`src/inc/bcc_pkg.sv`:
```
// Package with register map, field layout, reset values and rate tables of the channel config
package bcc_pkg;
   localparam int ADDR_W = 8;
   localparam int DATA_W = 24;
   localparam int BUS_W = 32;
   // Register indices; byte address is four times the index
   localparam logic [ADDR_W-1:0] IDX_GENERAL_CONFIG = 8'h10;
   localparam logic [ADDR_W-1:0] IDX_INPUT_SWITCH_CONFIG = 8'h14;
   localparam logic [ADDR_W-1:0] IDX_CHANNEL_CONFIG = 8'h15;
   localparam logic [ADDR_W-1:0] ADDR_GENERAL_CONFIG = IDX_GENERAL_CONFIG << 2;
   localparam logic [ADDR_W-1:0] ADDR_INPUT_SWITCH_CONFIG = IDX_INPUT_SWITCH_CONFIG << 2;
   localparam logic [ADDR_W-1:0] ADDR_CHANNEL_CONFIG = IDX_CHANNEL_CONFIG << 2;
   // Field positions
   localparam int POS_MASTER_FREQ_SEL = 20;
   localparam int POS_INPUT_INVERT = 23;
   localparam int POS_POS_ISOLATE = 21;
   localparam int POS_NEG_ISOLATE = 20;
   localparam int POS_RATE = 22;
   localparam int POS_GAIN = 16;
   localparam int POS_HIGHPASS = 14;
   localparam int POS_LOWPASS = 12;
   // Reset values
   localparam logic [1:0] RST_MASTER_FREQ_SEL = 2'h0;
   localparam logic RST_INPUT_INVERT = 1'b0;
   localparam logic RST_POS_ISOLATE = 1'b1;
   localparam logic RST_NEG_ISOLATE = 1'b1;
   localparam logic [1:0] RST_RATE = 2'h2;
   localparam logic [1:0] RST_GAIN = 2'h0;
   localparam logic RST_HIGHPASS = 1'b1;
   localparam logic [1:0] RST_LOWPASS = 2'h1;
   // Master frequency families
   localparam logic [1:0] FM_32768 = 2'h0;
   localparam logic [1:0] FM_32000_500 = 2'h1;
   localparam logic [1:0] FM_32000_200 = 2'h2;
   localparam logic [1:0] FM_31968 = 2'h3;
   // Low-pass codes
   localparam logic [1:0] LP_BYPASS = 2'h0;
   localparam logic [1:0] LP_40HZ = 2'h1;
   localparam logic [1:0] LP_100HZ = 2'h2;
   localparam logic [1:0] LP_150HZ = 2'h3;
   // Rate codes
   localparam logic [1:0] RATE_FAST = 2'h0;
   localparam logic [1:0] RATE_MID = 2'h1;
   localparam logic [1:0] RATE_SLOW = 2'h2;
   // Sample rates in tenths of a sample per second
   localparam logic [15:0] SPS_512 = 16'd5120;
   localparam logic [15:0] SPS_256 = 16'd2560;
   localparam logic [15:0] SPS_128 = 16'd1280;
   localparam logic [15:0] SPS_500 = 16'd5000;
   localparam logic [15:0] SPS_250 = 16'd2500;
   localparam logic [15:0] SPS_125 = 16'd1250;
   localparam logic [15:0] SPS_200 = 16'd2000;
   localparam logic [15:0] SPS_199_8 = 16'd1998;
   // Low-pass cutoffs in hundredths of a hertz
   localparam logic [15:0] CUT_40_96 = 16'd4096;
   localparam logic [15:0] CUT_102_4 = 16'd10240;
   localparam logic [15:0] CUT_153_6 = 16'd15360;
   localparam logic [15:0] CUT_28_35 = 16'd2835;
   localparam logic [15:0] CUT_40_00 = 16'd4000;
   localparam logic [15:0] CUT_100_0 = 16'd10000;
   localparam logic [15:0] CUT_150_0 = 16'd15000;
   localparam logic [15:0] CUT_27_68 = 16'd2768;
   localparam logic [15:0] CUT_39_96 = 16'd3996;
   localparam logic [15:0] CUT_NONE = 16'd0;
   // Gains in volts per volt
   localparam logic [7:0] GAIN_20 = 8'd20;
   localparam logic [7:0] GAIN_40 = 8'd40;
   localparam logic [7:0] GAIN_80 = 8'd80;
   localparam logic [7:0] GAIN_160 = 8'd160;
   // Master clock cycles per output sample (64, 128, 256, 160)
   localparam logic [8:0] DECIM_FAST = 9'h040;
   localparam logic [8:0] DECIM_MID = 9'h080;
   localparam logic [8:0] DECIM_SLOW = 9'h100;
   localparam logic [8:0] DECIM_200 = 9'h0a0;

   // True when the rate code is legal for the master frequency family
   function automatic logic bcc_rate_ok(input logic [1:0] fm, input logic [1:0] rate);
      bcc_rate_ok = (fm[1] == 1'b0) ? (rate != 2'h3) : (rate == RATE_SLOW);
   endfunction : bcc_rate_ok

   // True when the low-pass code is supported at this rate
   function automatic logic bcc_lp_ok(input logic [1:0] fm, input logic [1:0] rate,
                                      input logic [1:0] lp);
      logic fam512;
      fam512 = (fm[1] == 1'b0) && bcc_rate_ok(fm, rate);
      unique case (lp)
         LP_BYPASS: bcc_lp_ok = 1'b1;
         LP_40HZ: bcc_lp_ok = 1'b1;
         LP_100HZ: bcc_lp_ok = fam512 && (rate != RATE_SLOW);
         LP_150HZ: bcc_lp_ok = fam512 && (rate == RATE_FAST);
      endcase
   endfunction : bcc_lp_ok
endpackage : bcc_pkg

```
`src/rtl/bcc_regs.sv`:
```
// Input switch and channel configuration register bank with derived channel settings
`timescale 1ns/1ps
// Functional notes
// - Input invert bit 23 flips differential polarity when set; resets clear.
// - Positive isolate bit 21 disconnects positive input when set; resets set.
// - Negative isolate bit 20 disconnects negative input when set; resets set.
// - Family 00: rate codes 00,01,10 give 512,256,128 sps; 11 reserved; reset 10.
// - Family 01: rate codes 00,01,10 give 500,250,125 sps; 11 reserved.
// - Families 10/11: only code 10 valid, giving 200 or 199.8 sps.
// - Gain field codes 00..11 give 20,40,80,160 V/V; resets 00.
// - High-pass bit clear bypasses, set applies 0.50 Hz; resets set.
// - Low-pass code 00 only decimates at every rate.
// - Low-pass 01 near 40 Hz, 28.35/27.68 Hz at 128/125 sps; reset value.
// - Low-pass 10 near 100 Hz, only at 512, 256, 500, 250 sps.
// - Low-pass 11 near 150 Hz, only at 512 and 500 sps.
// - Unsupported low-pass acts as 01 and reads back as effective code.
// - Master frequency field bits 21:20 picks the sample-rate family.
module bcc_regs
   import bcc_pkg::*;
(
   input wire logic clock,
   input wire logic rst_b,
   input wire logic [ADDR_W-1:0] reg_addr,
   input wire logic [BUS_W-1:0] reg_wdata,
   input wire logic reg_wr,
   input wire logic reg_rd,
   output logic [BUS_W-1:0] reg_rdata,
   output logic [1:0] master_freq_sel,
   output logic input_invert,
   output logic pos_input_isolate,
   output logic neg_input_isolate,
   output logic highpass_sel,
   output logic [1:0] gain_sel,
   output logic [7:0] gain_vv,
   output logic rate_valid,
   output logic [15:0] sample_rate_dsps,
   output logic [8:0] decim_ratio,
   output logic [1:0] lowpass_sel,
   output logic [15:0] lowpass_cutoff_chz,
   output logic config_changed
);
   // Stored fields
   logic [1:0] fm_q;
   logic invert_q;
   logic pos_iso_q;
   logic neg_iso_q;
   logic [1:0] rate_q;
   logic [1:0] gain_q;
   logic hpf_q;
   logic [1:0] lpf_q;
   // Derived, registered outputs
   logic [7:0] gain_vv_q;
   logic rate_valid_q;
   logic [15:0] sps_q;
   logic [8:0] decim_q;
   logic [1:0] lpf_eff_q;
   logic [15:0] cut_q;
   logic changed_q;
   logic [BUS_W-1:0] rdata_q;

   // Address decode
   wire logic hit_gen;
   wire logic hit_mux;
   wire logic hit_ch;
   wire logic wr_gen;
   wire logic wr_mux;
   wire logic wr_ch;

   assign hit_gen = (reg_addr == ADDR_GENERAL_CONFIG);
   assign hit_mux = (reg_addr == ADDR_INPUT_SWITCH_CONFIG);
   assign hit_ch = (reg_addr == ADDR_CHANNEL_CONFIG);
   assign wr_gen = reg_wr && hit_gen;
   assign wr_mux = reg_wr && hit_mux;
   assign wr_ch = reg_wr && hit_ch;

   // Combinational next values of the derived settings
   wire logic rv_d;
   wire logic [15:0] sps_d;
   wire logic [8:0] decim_d;
   wire logic [1:0] lpf_eff_d;
   wire logic [15:0] cut_d;
   wire logic [7:0] gain_vv_d;

   bcc_rate_decode u_rate (
      .master_freq_sel(fm_q),
      .rate_sel(rate_q),
      .rate_valid(rv_d),
      .sample_rate_dsps(sps_d),
      .decim_ratio(decim_d)
   );

   bcc_lowpass_map u_lowpass (
      .master_freq_sel(fm_q),
      .rate_sel(rate_q),
      .lowpass_written(lpf_q),
      .lowpass_eff(lpf_eff_d),
      .cutoff_chz(cut_d)
   );

   assign gain_vv_d = (gain_q == 2'h0) ? GAIN_20 :
                      (gain_q == 2'h1) ? GAIN_40 :
                      (gain_q == 2'h2) ? GAIN_80 : GAIN_160;

   // Read-back words; undefined bits are zero
   wire logic [BUS_W-1:0] rd_gen;
   wire logic [BUS_W-1:0] rd_mux;
   wire logic [BUS_W-1:0] rd_ch;
   wire logic [BUS_W-1:0] rd_word;

   assign rd_gen = {{(BUS_W-2){1'b0}}, fm_q} << POS_MASTER_FREQ_SEL;
   assign rd_mux = ({{(BUS_W-1){1'b0}}, invert_q} << POS_INPUT_INVERT)
                 | ({{(BUS_W-1){1'b0}}, pos_iso_q} << POS_POS_ISOLATE)
                 | ({{(BUS_W-1){1'b0}}, neg_iso_q} << POS_NEG_ISOLATE);
   // Low-pass reads the effective code, not the stored one
   assign rd_ch = ({{(BUS_W-2){1'b0}}, rate_q} << POS_RATE)
                | ({{(BUS_W-2){1'b0}}, gain_q} << POS_GAIN)
                | ({{(BUS_W-1){1'b0}}, hpf_q} << POS_HIGHPASS)
                | ({{(BUS_W-2){1'b0}}, lpf_eff_d} << POS_LOWPASS);
   // Unmapped addresses read zero
   assign rd_word = hit_gen ? rd_gen :
                    hit_mux ? rd_mux :
                    hit_ch ? rd_ch : {BUS_W{1'b0}};

   // General config: only the master frequency field lives here
   always_ff @(posedge clock or negedge rst_b) begin
      if (!rst_b) begin
         fm_q <= RST_MASTER_FREQ_SEL;
      end else if (wr_gen) begin
         fm_q <= reg_wdata[POS_MASTER_FREQ_SEL +: 2];
      end
   end

   // Input switch config
   always_ff @(posedge clock or negedge rst_b) begin
      if (!rst_b) begin
         invert_q <= RST_INPUT_INVERT;
         pos_iso_q <= RST_POS_ISOLATE;
         neg_iso_q <= RST_NEG_ISOLATE;
      end else if (wr_mux) begin
         invert_q <= reg_wdata[POS_INPUT_INVERT];
         pos_iso_q <= reg_wdata[POS_POS_ISOLATE];
         neg_iso_q <= reg_wdata[POS_NEG_ISOLATE];
      end
   end

   // Channel config; the written low-pass code is kept as written
   always_ff @(posedge clock or negedge rst_b) begin
      if (!rst_b) begin
         rate_q <= RST_RATE;
         gain_q <= RST_GAIN;
         hpf_q <= RST_HIGHPASS;
         lpf_q <= RST_LOWPASS;
      end else if (wr_ch) begin
         rate_q <= reg_wdata[POS_RATE +: 2];
         gain_q <= reg_wdata[POS_GAIN +: 2];
         hpf_q <= reg_wdata[POS_HIGHPASS];
         lpf_q <= reg_wdata[POS_LOWPASS +: 2];
      end
   end

   // Derived settings trail the registers by one cycle; this keeps the
   // decode tables off the output pins at the cost of one cycle of latency
   always_ff @(posedge clock or negedge rst_b) begin
      if (!rst_b) begin
         gain_vv_q <= GAIN_20;
         rate_valid_q <= 1'b1;
         sps_q <= SPS_128;
         decim_q <= DECIM_SLOW;
         lpf_eff_q <= RST_LOWPASS;
         cut_q <= CUT_28_35;
      end else begin
         gain_vv_q <= gain_vv_d;
         rate_valid_q <= rv_d;
         sps_q <= sps_d;
         decim_q <= decim_d;
         lpf_eff_q <= lpf_eff_d;
         cut_q <= cut_d;
      end
   end

   // Flags a possible data discontinuity after a channel config write
   always_ff @(posedge clock or negedge rst_b) begin
      if (!rst_b) begin
         changed_q <= 1'b0;
      end else begin
         changed_q <= wr_ch;
      end
   end

   // Read data stand for exactly one cycle after the strobe
   always_ff @(posedge clock or negedge rst_b) begin
      if (!rst_b) begin
         rdata_q <= {BUS_W{1'b0}};
      end else begin
         rdata_q <= reg_rd ? rd_word : {BUS_W{1'b0}};
      end
   end

   assign reg_rdata = rdata_q;
   assign master_freq_sel = fm_q;
   assign input_invert = invert_q;
   assign pos_input_isolate = pos_iso_q;
   assign neg_input_isolate = neg_iso_q;
   assign highpass_sel = hpf_q;
   assign gain_sel = gain_q;
   assign gain_vv = gain_vv_q;
   assign rate_valid = rate_valid_q;
   assign sample_rate_dsps = sps_q;
   assign decim_ratio = decim_q;
   assign lowpass_sel = lpf_eff_q;
   assign lowpass_cutoff_chz = cut_q;
   assign config_changed = changed_q;
endmodule : bcc_regs

```
`src/rtl/bcc_rate_decode.sv`:
```
// Sample-rate decoder for the selected master frequency family
`timescale 1ns/1ps
module bcc_rate_decode
   import bcc_pkg::*;
(
   input wire logic [1:0] master_freq_sel,
   input wire logic [1:0] rate_sel,
   output logic rate_valid,
   output logic [15:0] sample_rate_dsps,
   output logic [8:0] decim_ratio
);
   wire logic [15:0] rate_fam0;
   wire logic [15:0] rate_fam1;

   assign rate_valid = bcc_rate_ok(master_freq_sel, rate_sel);
   assign rate_fam0 = (rate_sel == RATE_FAST) ? SPS_512 :
                      (rate_sel == RATE_MID) ? SPS_256 : SPS_128;
   assign rate_fam1 = (rate_sel == RATE_FAST) ? SPS_500 :
                      (rate_sel == RATE_MID) ? SPS_250 : SPS_125;
   // Reserved codes report a rate of zero
   assign sample_rate_dsps = !rate_valid ? 16'h0000 :
                             (master_freq_sel == FM_32768) ? rate_fam0 :
                             (master_freq_sel == FM_32000_500) ? rate_fam1 :
                             (master_freq_sel == FM_32000_200) ? SPS_200 : SPS_199_8;
   // Master clock cycles per output sample
   assign decim_ratio = !rate_valid ? 9'h000 :
                        master_freq_sel[1] ? DECIM_200 :
                        (rate_sel == RATE_FAST) ? DECIM_FAST :
                        (rate_sel == RATE_MID) ? DECIM_MID : DECIM_SLOW;
endmodule : bcc_rate_decode

```
`src/rtl/bcc_lowpass_map.sv`:
```
// Effective low-pass code and cutoff for the current rate
`timescale 1ns/1ps
module bcc_lowpass_map
   import bcc_pkg::*;
(
   input wire logic [1:0] master_freq_sel,
   input wire logic [1:0] rate_sel,
   input wire logic [1:0] lowpass_written,
   output logic [1:0] lowpass_eff,
   output logic [15:0] cutoff_chz
);
   wire logic slow;
   wire logic [15:0] cut40;
   wire logic [15:0] cut100;
   wire logic [15:0] cut150;

   // Unsupported settings fall back to the 40 Hz class
   assign lowpass_eff = bcc_lp_ok(master_freq_sel, rate_sel, lowpass_written) ?
                        lowpass_written : LP_40HZ;
   assign slow = (rate_sel == RATE_SLOW);
   assign cut40 = (master_freq_sel == FM_32768) ? (slow ? CUT_28_35 : CUT_40_96) :
                  (master_freq_sel == FM_32000_500) ? (slow ? CUT_27_68 : CUT_40_00) :
                  (master_freq_sel == FM_32000_200) ? CUT_40_00 : CUT_39_96;
   assign cut100 = (master_freq_sel == FM_32768) ? CUT_102_4 : CUT_100_0;
   assign cut150 = (master_freq_sel == FM_32768) ? CUT_153_6 : CUT_150_0;
   assign cutoff_chz = (lowpass_eff == LP_BYPASS) ? CUT_NONE :
                       (lowpass_eff == LP_40HZ) ? cut40 :
                       (lowpass_eff == LP_100HZ) ? cut100 : cut150;
endmodule : bcc_lowpass_map

```
`config.mk`:
```
export PLATFORM = sky130hd
export DESIGN_NAME = bcc_regs
export DESIGN_NICKNAME = d
export VERILOG_FILES = /design/src/inc/bcc_pkg.sv /design/src/rtl/bcc_regs.sv /design/src/rtl/bcc_rate_decode.sv /design/src/rtl/bcc_lowpass_map.sv
export SDC_FILE = /design/constraint.sdc
export NUM_CORES = 1
export LEC_CHECK = 0
export BUFFER_PORTS_ARGS = -buffer_cell sky130_fd_sc_hd__buf_2
export CAP_MARGIN = 20
export CORE_MARGIN = 4
export CORE_UTILIZATION = 41
export DETAILED_ROUTE_END_ITERATION = 12
export HOLD_SLACK_MARGIN = 0.06
export PLACE_DENSITY = 0.87
export SETUP_SLACK_MARGIN = 0.15
export SLEW_MARGIN = 40
export SYNTH_ARGS = -nofsm -noshare
export SYNTH_HDL_FRONTEND = slang
export SYNTH_SLANG_ARGS = --single-unit
```
`constraint.sdc`:
```
create_clock -name clock -period 1.49 [get_ports clock]
set_input_delay 0.298 -clock clock [delete_from_list [all_inputs] [get_ports clock]]
set_output_delay 0.298 -clock clock [all_outputs]
set_load 0.02 [all_outputs]
```
# == Word-level counts from Yosys, hierarchy flattened ==
# Cells that the tools add are included.
# op_classes
eq_ne,16
n_mux,32
bitwise,6
n_reduce_logical,12
# op_table
operator,count
16-bit 2-to-1 mux,10
24-bit 2-to-1 mux,4
12-bit 2-to-1 mux,3
9-bit 2-to-1 mux,4
8-bit by 7-bit == test with 1-bit output (second input constant),3
8-bit 2-to-1 mux,3
24-bit by 14-bit OR with 24-bit output,1
24-bit by 15-bit OR with 24-bit output,1
24-bit by 18-bit OR with 24-bit output,1
24-bit by 21-bit OR with 24-bit output,1
24-bit by 22-bit OR with 24-bit output,1
11-bit 2-to-1 mux,2
13-bit 2-to-1 mux,1
2-bit == test (second input constant),6
2-bit by 1-bit == test with 1-bit output (second input constant),5
2-bit logical NOT,5
1-bit logical AND,6
6-bit 2-to-1 mux,1
5-bit 2-to-1 mux,1
2-bit inequality test (second input constant),2
1-bit case mux with 3 select lines,1
2-bit 2-to-1 mux,1
2-bit OR reduction,1
1-bit 2-to-1 mux,1
1-bit NOT,1
# totals
ff_bits,97
inputBits,44
out_inout_bits,93
elab_cells,82

# == Depth between registers and ports, before layout ==
# Gate-level depths: netlist of run 1.
# depth
ltp_word,11
ltp_mapped,7
ltp_nobuf,6

# == By module ==
# A second synthesis of run 1 with hierarchy kept.
# unflattened
hier_cells,239
hier_area_um2,2994.1
# by_module_without_submodules
mod,n_inst,cells_per_inst,area_per_inst_um2,seq_area_each_um2
bcc_regs,1,139,2352.3,1824.2
bcc_lowpass_map,1,61,387.9,0.0
bcc_rate_decode,1,39,254.0,0.0

# == Worst setup path before layout of run 1 ==
# Ideal clock, no wire load.
# synth_timing
path_kind,flip-flop to flip-flop
start,register fm_q[1] (netlist: master_freq_sel[1])
end,register cut_q[8] (netlist: lowpass_cutoff_chz[8])
setup_ns,0.105
arrival_ns,1.586
t_required_ns,1.385
path_slack_ns,-0.201
path_stages_with_launch,8
path_buffers,1
synth_period_minus_slack_ns,1.691
cell_sequence,dfrtp_1 buf_6 inv_1 ha_1 inv_1 nand2_1 nor3_2 a2111oi_2
# synth_between
elab_chain_len,9
word_cells_on_any_way,18
classes_between,3 x eq/ne; 9 x mux; 1 x bitwise; 5 x reduce/logical
# synth_rtl
item,line,rtl
start: declaration,bcc_regs.sv:43,logic [1:0] fm_q;
start signal: assignment,bcc_regs.sv:129,fm_q <= reg_wdata[POS_MASTER_FREQ_SEL +: 2];
1-bit 2-to-1 mux / 1-bit NOT (equally long branches),n/a,
1-bit logical AND,bcc_pkg.sv:85,"fam512 = (fm[1] == 1'b0) && bcc_rate_ok(fm, rate);"
"1-bit logical AND, on equally long branches","bcc_pkg.sv:90, bcc_pkg.sv:89",
1-bit case mux with 3 select lines,bcc_pkg.sv:86,unique case (lp)
2-bit 2-to-1 mux,bcc_lowpass_map.sv:18,"assign lowpass_eff = bcc_lp_ok(master_freq_sel, rate_sel, lowpass_written) ?"
2-bit == test,bcc_lowpass_map.sv:28,(lowpass_eff == LP_100HZ) ? cut100 : cut150;
16-bit 2-to-1 mux,bcc_lowpass_map.sv:28,
16-bit 2-to-1 mux,bcc_lowpass_map.sv:27,(lowpass_eff == LP_40HZ) ? cut40 :
16-bit 2-to-1 mux (*),bcc_lowpass_map.sv:26,assign cutoff_chz = (lowpass_eff == LP_BYPASS) ? CUT_NONE :
via cut_d[8],bcc_regs.sv:81,wire logic [15:0] cut_d;
end signal: assignment,bcc_regs.sv:177,cut_q <= cut_d;
end: declaration,bcc_regs.sv:57,logic [15:0] cut_q;
# Mark *: on every way through the listed nets, which the timed path passes. The rest lies on a longest branch.
# A chain may end at the register's enable or synchronous reset.

# == Worst setup path in the final report of run 1 ==
# Same ends and word-level chain as after synthesis.

==> results of run 1 <==
==> synthesized netlist by cell type, types with 6 or more instances <==
cell,instances
dfrtp_1,43
buf_4,37
nor2_1,18
dfstp_2,17
nand2_1,15
a21oi_1,13
mux2_2,11
inv_1,8
nor3_1,8
clkbuf_1,7
o21ai_0,6
==> logic make-up after synthesis <==
group	Yosys count	synth area share, %
compound gates	27	6.65
buf+inv	55	13.3
simple gates	68	13.6
fa+ha+maj	5	2.34
mux	16	6.89
flops	60	57.0
other cells	1	0.140
==> power by group <==
group          switching [mW]  internal, mW  leakage (nW)
logic                   0.410         0.252          1.04
registers              0.0428          1.72         0.761
clock network           0.616         0.812        0.0983
total                    1.07          2.79          1.90
==> registers in the layout, indices dropped and copies added, names as in the netlist <==
signal	flops
neg_input_isolate	1
reg_rdata	9
rate_q	2
highpass_sel	1
decim_ratio	4
pos_input_isolate	1
config_changed	1
rate_valid	1
gain_sel	2
sample_rate_dsps	12
gain_vv	6
lowpass_cutoff_chz	13
lpf_q	2
input_invert	1
lowpass_sel	2
master_freq_sel	2
==> repair_timing <==
item                                    CTS  global route
resized for setup                        16            40
endpoints found under the setup margin   15            31
pin swaps                                 1             7
hold buffers                              1             0
buffers inserted                          7            11
hold endpoints to repair                 43             0
==> final cells by class <==
class,instances,area (µm²),area share (%)
sequential,60,1530,41.3
multi-input combinational,152,1070,28.9
timing repair buffer,113,766,20.7
clock buffer,10,138,3.73
tap,77,96.3,2.61
clock inverter,6,63.8,1.73
inverter,8,35.0,0.949
==> per-layer routing <==
| metal | part of all wire, % | global-route usage (%) | vias up |
|---|---|---|---|
| met5 | 0 | 0 | - |
| met4 | 2.9 | 8.52 | 0 |
| met3 | 10 | 4.66 | 20 |
| met2 | 50 | 25.0 | 111 |
| met1 | 37 | 16.8 | 931 |
| li1 | - | - | 918 |
==> worst max-delay path, delay by kind of cell, from the launching register on <==
family | cells | cell delay (ns)
compound gates | 2 | 0.49
flops | 1 | 0.48
simple gates | 2 | 0.37
==> through the flow <==
stage	worst slack [ns]	utilization, %	TNS (ns)
5_1_grt	0.0168	58.1	0
3_5_place_dp	-0.226	49.8	-1.98
2_1_floorplan	-0.0332	-	-0.0640
4_1_cts	0.0762	54.7	0
6_report	0.0461	58.1	0
3_3_place_gp	-0.192	49.8	-1.51
==> how the worst min path moves through the flow <==
stage | start | to | slack (ns) | cells after the start
final | reg_wdata[17] | gain_sel[1] | 0.18 | 2
after global routing | reg_wdata[17] | gain_sel[1] | 0.16 | 2
after CTS | reg_wdata[17] | gain_sel[1] | 0.16 | 2
after detailed placement | rst_b | lowpass_cutoff_chz[13] | 0.32 | 2
after global placement | rst_b | lowpass_cutoff_chz[13] | 0.32 | 2
after floorplan | rst_b | config_changed | 0.002 | 0
==> flow_metrics.env, run 1 <==
export IMPL_regToRegStartpoint="master_freq_sel[1]"
export IMPL_die_area_um2=7870
export IMPL_layout_drive_gt1_share_pct=53.9
export IMPL_cp_cell_sequence="or2_4 > a22oi_4 > nor3_2 > a2111oi_2"
export IMPL_fp_dieH_um=88.7
export IMPL_r2r_end="lowpass_cutoff_chz[8]"
export IMPL_finalSetupViolations=0
export IMPL_start_kind="register"
export IMPL_outcome="completed"
export IMPL_cts_htree_levels=3
export IMPL_fill_cells=491
export IMPL_period_share_pct=96.9
export IMPL_synth_seq_area_share_pct=57.0
export IMPL_fin_nets=393
export IMPL_place_congestion=0.968
export IMPL_tightest_slew_ns=0.503
export IMPL_finalMaxSlewViolations=0
export IMPL_detail_route_wl_per_cell_um=13.9
export IMPL_max_freq_mhz=693
export IMPL_cts_tree="yes"
export IMPL_synthTopCellsByArea="dfrtp_1 (40%), dfstp_2 (17%), buf_4 (10%), mux2_2 (4.6%), nor2_1 (2.5%)"
export IMPL_slew_headroom_pct=66.4
export IMPL_grt_pass1_vias=1885
export IMPL_layout_common_cells="buf_2 (64), dfrtp_1 (41), conb_1 (36), buf_4 (32), dfstp_2 (17)"
export IMPL_synth_flop_cell="dfrtp_1"
export IMPL_num_vias=1980
export IMPL_cp_required_ns=1.72
export IMPL_path_class="register to register"
export IMPL_ff2ff_path_depth=4
export IMPL_port_buffers=77
export IMPL_placed_cell_area_um2=3160
export IMPL_insertion_delay_ns=0.34
export IMPL_arrival_ns=1.68
export IMPL_end_kind="register"
export IMPL_ys_ff_latch=60
export IMPL_ys_warn_count=0
export IMPL_cts_sinks=60
export IMPL_numCtsBuffers=9
export IMPL_avgSynthCellArea_um2=11.5
export IMPL_rsz0062_at_grt="true"
export IMPL_p_leak_nw=1.90
export IMPL_synth_cell_types=38
export IMPL_fin_cells=426
export IMPL_drt_iter0_markers=89
export IMPL_io_pins=137
export IMPL_synth_cell_area_um2=2670
export IMPL_dp_hpwl_um=4040
export IMPL_fp_dieW_um=88.7
export IMPL_grtUsageTotal_pct=14.9
export IMPL_cts_buffer_depth=2
export IMPL_r2r_setup_slack_ns=0.05
export IMPL_hold_ws_ns=0.183
export IMPL_synth_edf_count=0
export IMPL_ys_async_sr_fraction_pct=100
export IMPL_area_delta_synth_final_pct=38.2
export IMPL_coreArea_um2=6350
export IMPL_drt_antenna_violating_nets=0
export IMPL_final_cell_area_um2=3690
export IMPL_clk_pin_slew_ns=0.07
export IMPL_hold_violations=0
export IMPL_maxCapViolCount=0
export IMPL_netlist_instances=232
export IMPL_timing_critical_path_from="master_freq_sel[1]"
export IMPL_critPathMaxFanout=6
export IMPL_place_inst=391
export IMPL_finalPower_mw=3.86
export IMPL_routed_wirelength_um=5920
export IMPL_finalClockSkew_ns=0.00704
export IMPL_crit_slowest_cell="dfrtp_2"
export IMPL_dr_pass1_iters=4
export IMPL_yosysTopAreaCell="dfrtp_1"
export IMPL_diodes=0
export IMPL_hold_class="input port to register"
export IMPL_antenna_found_initial=0
export IMPL_fp_row_count=29
export IMPL_via_per_inst=4.65
export IMPL_drc=0
export IMPL_fin_crit_ns=1.44
export IMPL_grt_pass1_wl_um=8810
export IMPL_max_stage_delay_ns=0.48
export IMPL_grt_start_max_net_pins=61
export IMPL_crit_path_end="lowpass_cutoff_chz[8]"
export IMPL_ir_drop_uv=790
export IMPL_final_common_cell="buf_2"
export IMPL_p_per_area_nw_per_um2=1040
export IMPL_cts_root_buf="clkbuf_8"
export IMPL_gr_total_overflow=0
export IMPL_synth_top_cell_area_share_pct=40.3
export IMPL_initial_core_util_pct=42.0
No activity file was read; power rests on OpenSTA's default activity.
==> run 2, diff against run 1 <==
- CORE_ASPECT_RATIO: default -> 0.6
==> flow_metrics.env, run 2 (synthesis gave the netlist of run 1 again) <==
export IMPL_use_met1_pct=21.5
export IMPL_detail_route_wl_per_cell_um=14.4
export IMPL_place_congestion=0.875
export IMPL_area_delta_synth_final_pct=40.3
export IMPL_tightest_slew_ns=0.547
export IMPL_arrival_ns=1.73
export IMPL_hold_ws_ns=0.182
export IMPL_fin_ws_ns=0.0251
export IMPL_coreArea_um2=6220
export IMPL_fin_crit_ns=1.46
export IMPL_routed_wirelength_um=6280
export IMPL_max_freq_mhz=683
export IMPL_layout_common_cells="buf_2 (64), dfrtp_1 (37), conb_1 (36), buf_4 (31), dfstp_2 (17)"
export IMPL_dp_worst_setup_slack_ns=-0.201
export IMPL_grt_busiest_layer="met2"
export IMPL_hold_class="input port to register"
export IMPL_die_area_um2=7910
export IMPL_seqCellArea_um2=1530
export IMPL_fp_row_count=22
export IMPL_worst_path_buf_inv=1
export IMPL_p_int_mw=2.59
export IMPL_place_inst=401
export IMPL_grt_pass1_wl_um=9610
export IMPL_largest_reg_flops=13
export IMPL_critPathMaxFanout=6
export IMPL_grt_pass1_vias=1937
export IMPL_fin_nets=395
export IMPL_cp_cell_sequence="or2_4 > a22oi_4 > buf_4 > nand2_2 > a21oi_2"
export IMPL_p_per_area_nw_per_um2=994
export IMPL_via_per_inst=4.62
export IMPL_io_pins=137
export IMPL_fill_cells=545
export IMPL_grt_start_max_net_pins=61
export IMPL_finalClockSkew_ns=0.00933
export IMPL_numCtsBuffers=9
export IMPL_final_common_cell="buf_2"
export IMPL_insertion_delay_ns=0.34
export IMPL_cts_htree_levels=3
export IMPL_crit_slowest_cell="dfrtp_2"
export IMPL_num_vias=2008
export IMPL_swShare_pct=30.4
export IMPL_port_buffers=77
export IMPL_hold_violations=0
export IMPL_p_leak_nw=1.93
export IMPL_maxCapViolCount=0
export IMPL_rsz0062_at_grt="true"
export IMPL_multiInputGateArea_um2=1100
export IMPL_grtUsageTotal_pct=15.7
export IMPL_drc=0
export IMPL_cts_root_buf="clkbuf_8"
export IMPL_layout_drive_gt1_share_pct=56.1
export IMPL_fin_tns_setup_ns=0
export IMPL_fp_dieH_um=70.5
export IMPL_drt_iter0_markers=70
export IMPL_finalSetupViolations=0
export IMPL_grtUsageMet2_pct=23.2
export IMPL_antenna_found_initial=0
export IMPL_dp_hpwl_um=4430
export IMPL_cp_required_ns=1.75
export IMPL_end_kind="register"
export IMPL_clkPwrFrac_pct=34.2
export IMPL_comb_power_share_pct=18.2
export IMPL_gr_total_overflow=0
export IMPL_critical_path_top_delay_family="flip-flops"
export IMPL_period_share_pct=98.3
export IMPL_clk_pin_slew_ns=0.07
export IMPL_diodes=0
export IMPL_dr_pass1_iters=4
export IMPL_cts_buffer_depth=2
export IMPL_finalMaxSlewViolations=0
export IMPL_start_kind="register"
export IMPL_switchingPower_mw=1.13
export IMPL_slew_headroom_pct=63.4
export IMPL_cts_tree="yes"
export IMPL_path_class="register to register"
export IMPL_outcome="completed"
export IMPL_ir_drop_uv=561
export IMPL_cts_sinks=60
export IMPL_max_stage_delay_ns=0.48
export IMPL_drt_antenna_violating_nets=0
export IMPL_initial_core_util_pct=42.9
export IMPL_use_met3_pct=6.06
export IMPL_fin_cells=435
export IMPL_fp_dieW_um=112
export IMPL_seqPwrFrac_pct=47.5
[run 2: final timing paths]
| check | slack, ns | depth (start not counted) | end | startpoint |
|---|---|---|---|---|
| hold reg to reg | 0.47 | 0 | gain_vv[5] | gain_sel[0] |
| setup / recovery | 0.03 | 5 | lowpass_cutoff_chz[10] | master_freq_sel[1] |
| min in group asynchronous | 0.49 | 3 | reg_rdata[14] | rst_b |
| max in group asynchronous | 0.69 | 3 | decim_ratio[8] | rst_b |
| hold / removal | 0.18 | 2 | gain_sel[0] | reg_wdata[16] |
| setup reg to reg | 0.03 | 5 | lowpass_cutoff_chz[10] | master_freq_sel[1] |
[run 2: worst register-to-register path, cell delays in order (launching register included)]
cell and delay (ns):
dfrtp_2 0.48, or2_4 0.29, a22oi_4 0.27, buf_4 0.17
nand2_2 0.06, a21oi_2 0.13
[run 2: per-layer routing]
layer | part of all wire, % | wire (µm)
met5 | 0 | 0
met4 | 1.4 | 86
met2 | 45 | 2810
met3 | 8.6 | 539
met1 | 45 | 2840
[run 2: final cells by class]
| cell class | count | share of cell area (%) |
|---|---|---|
| Sequential cell | 60 | 40.8 |
| Multi-Input combinational cell | 152 | 29.4 |
| Timing Repair Buffer | 115 | 21.3 |
| Clock buffer | 9 | 3.31 |
| Tap cell | 84 | 2.81 |
| Clock inverter | 7 | 1.37 |
| Inverter | 8 | 0.935 |
[run 2: timing repair]
action,4_1_cts,5_1_grt
hold buffers,1,0
setup endpoints to repair,20,34
hold endpoints to repair,43,0
gates cloned,0,0
pin swaps,2,8
setup buffers,11,6
resized for setup,24,45
[run 2: stage by stage]
stage / util (%) / total power [mW] / instance area (µm²)
CTS: 56.7 / 3.69 / 3530
detailed placement: 51.3 / 2.35 / 3190
global route: 60.2 / 3.91 / 3750
finish: 60.2 / 3.73 / 3750
floorplan: - / 2.21 / 2870
global placement: 51.3 / 2.33 / 3190
[run 2: power by group through the flow]
stage	Sequential (mW)	Clock, mW	Combinational (mW)
detailed placement	1.79	0	0.554
floorplan	1.87	0	0.335
CTS	1.77	1.32	0.602
global route	1.78	1.39	0.734
finish	1.77	1.28	0.679
global placement	1.79	0	0.542
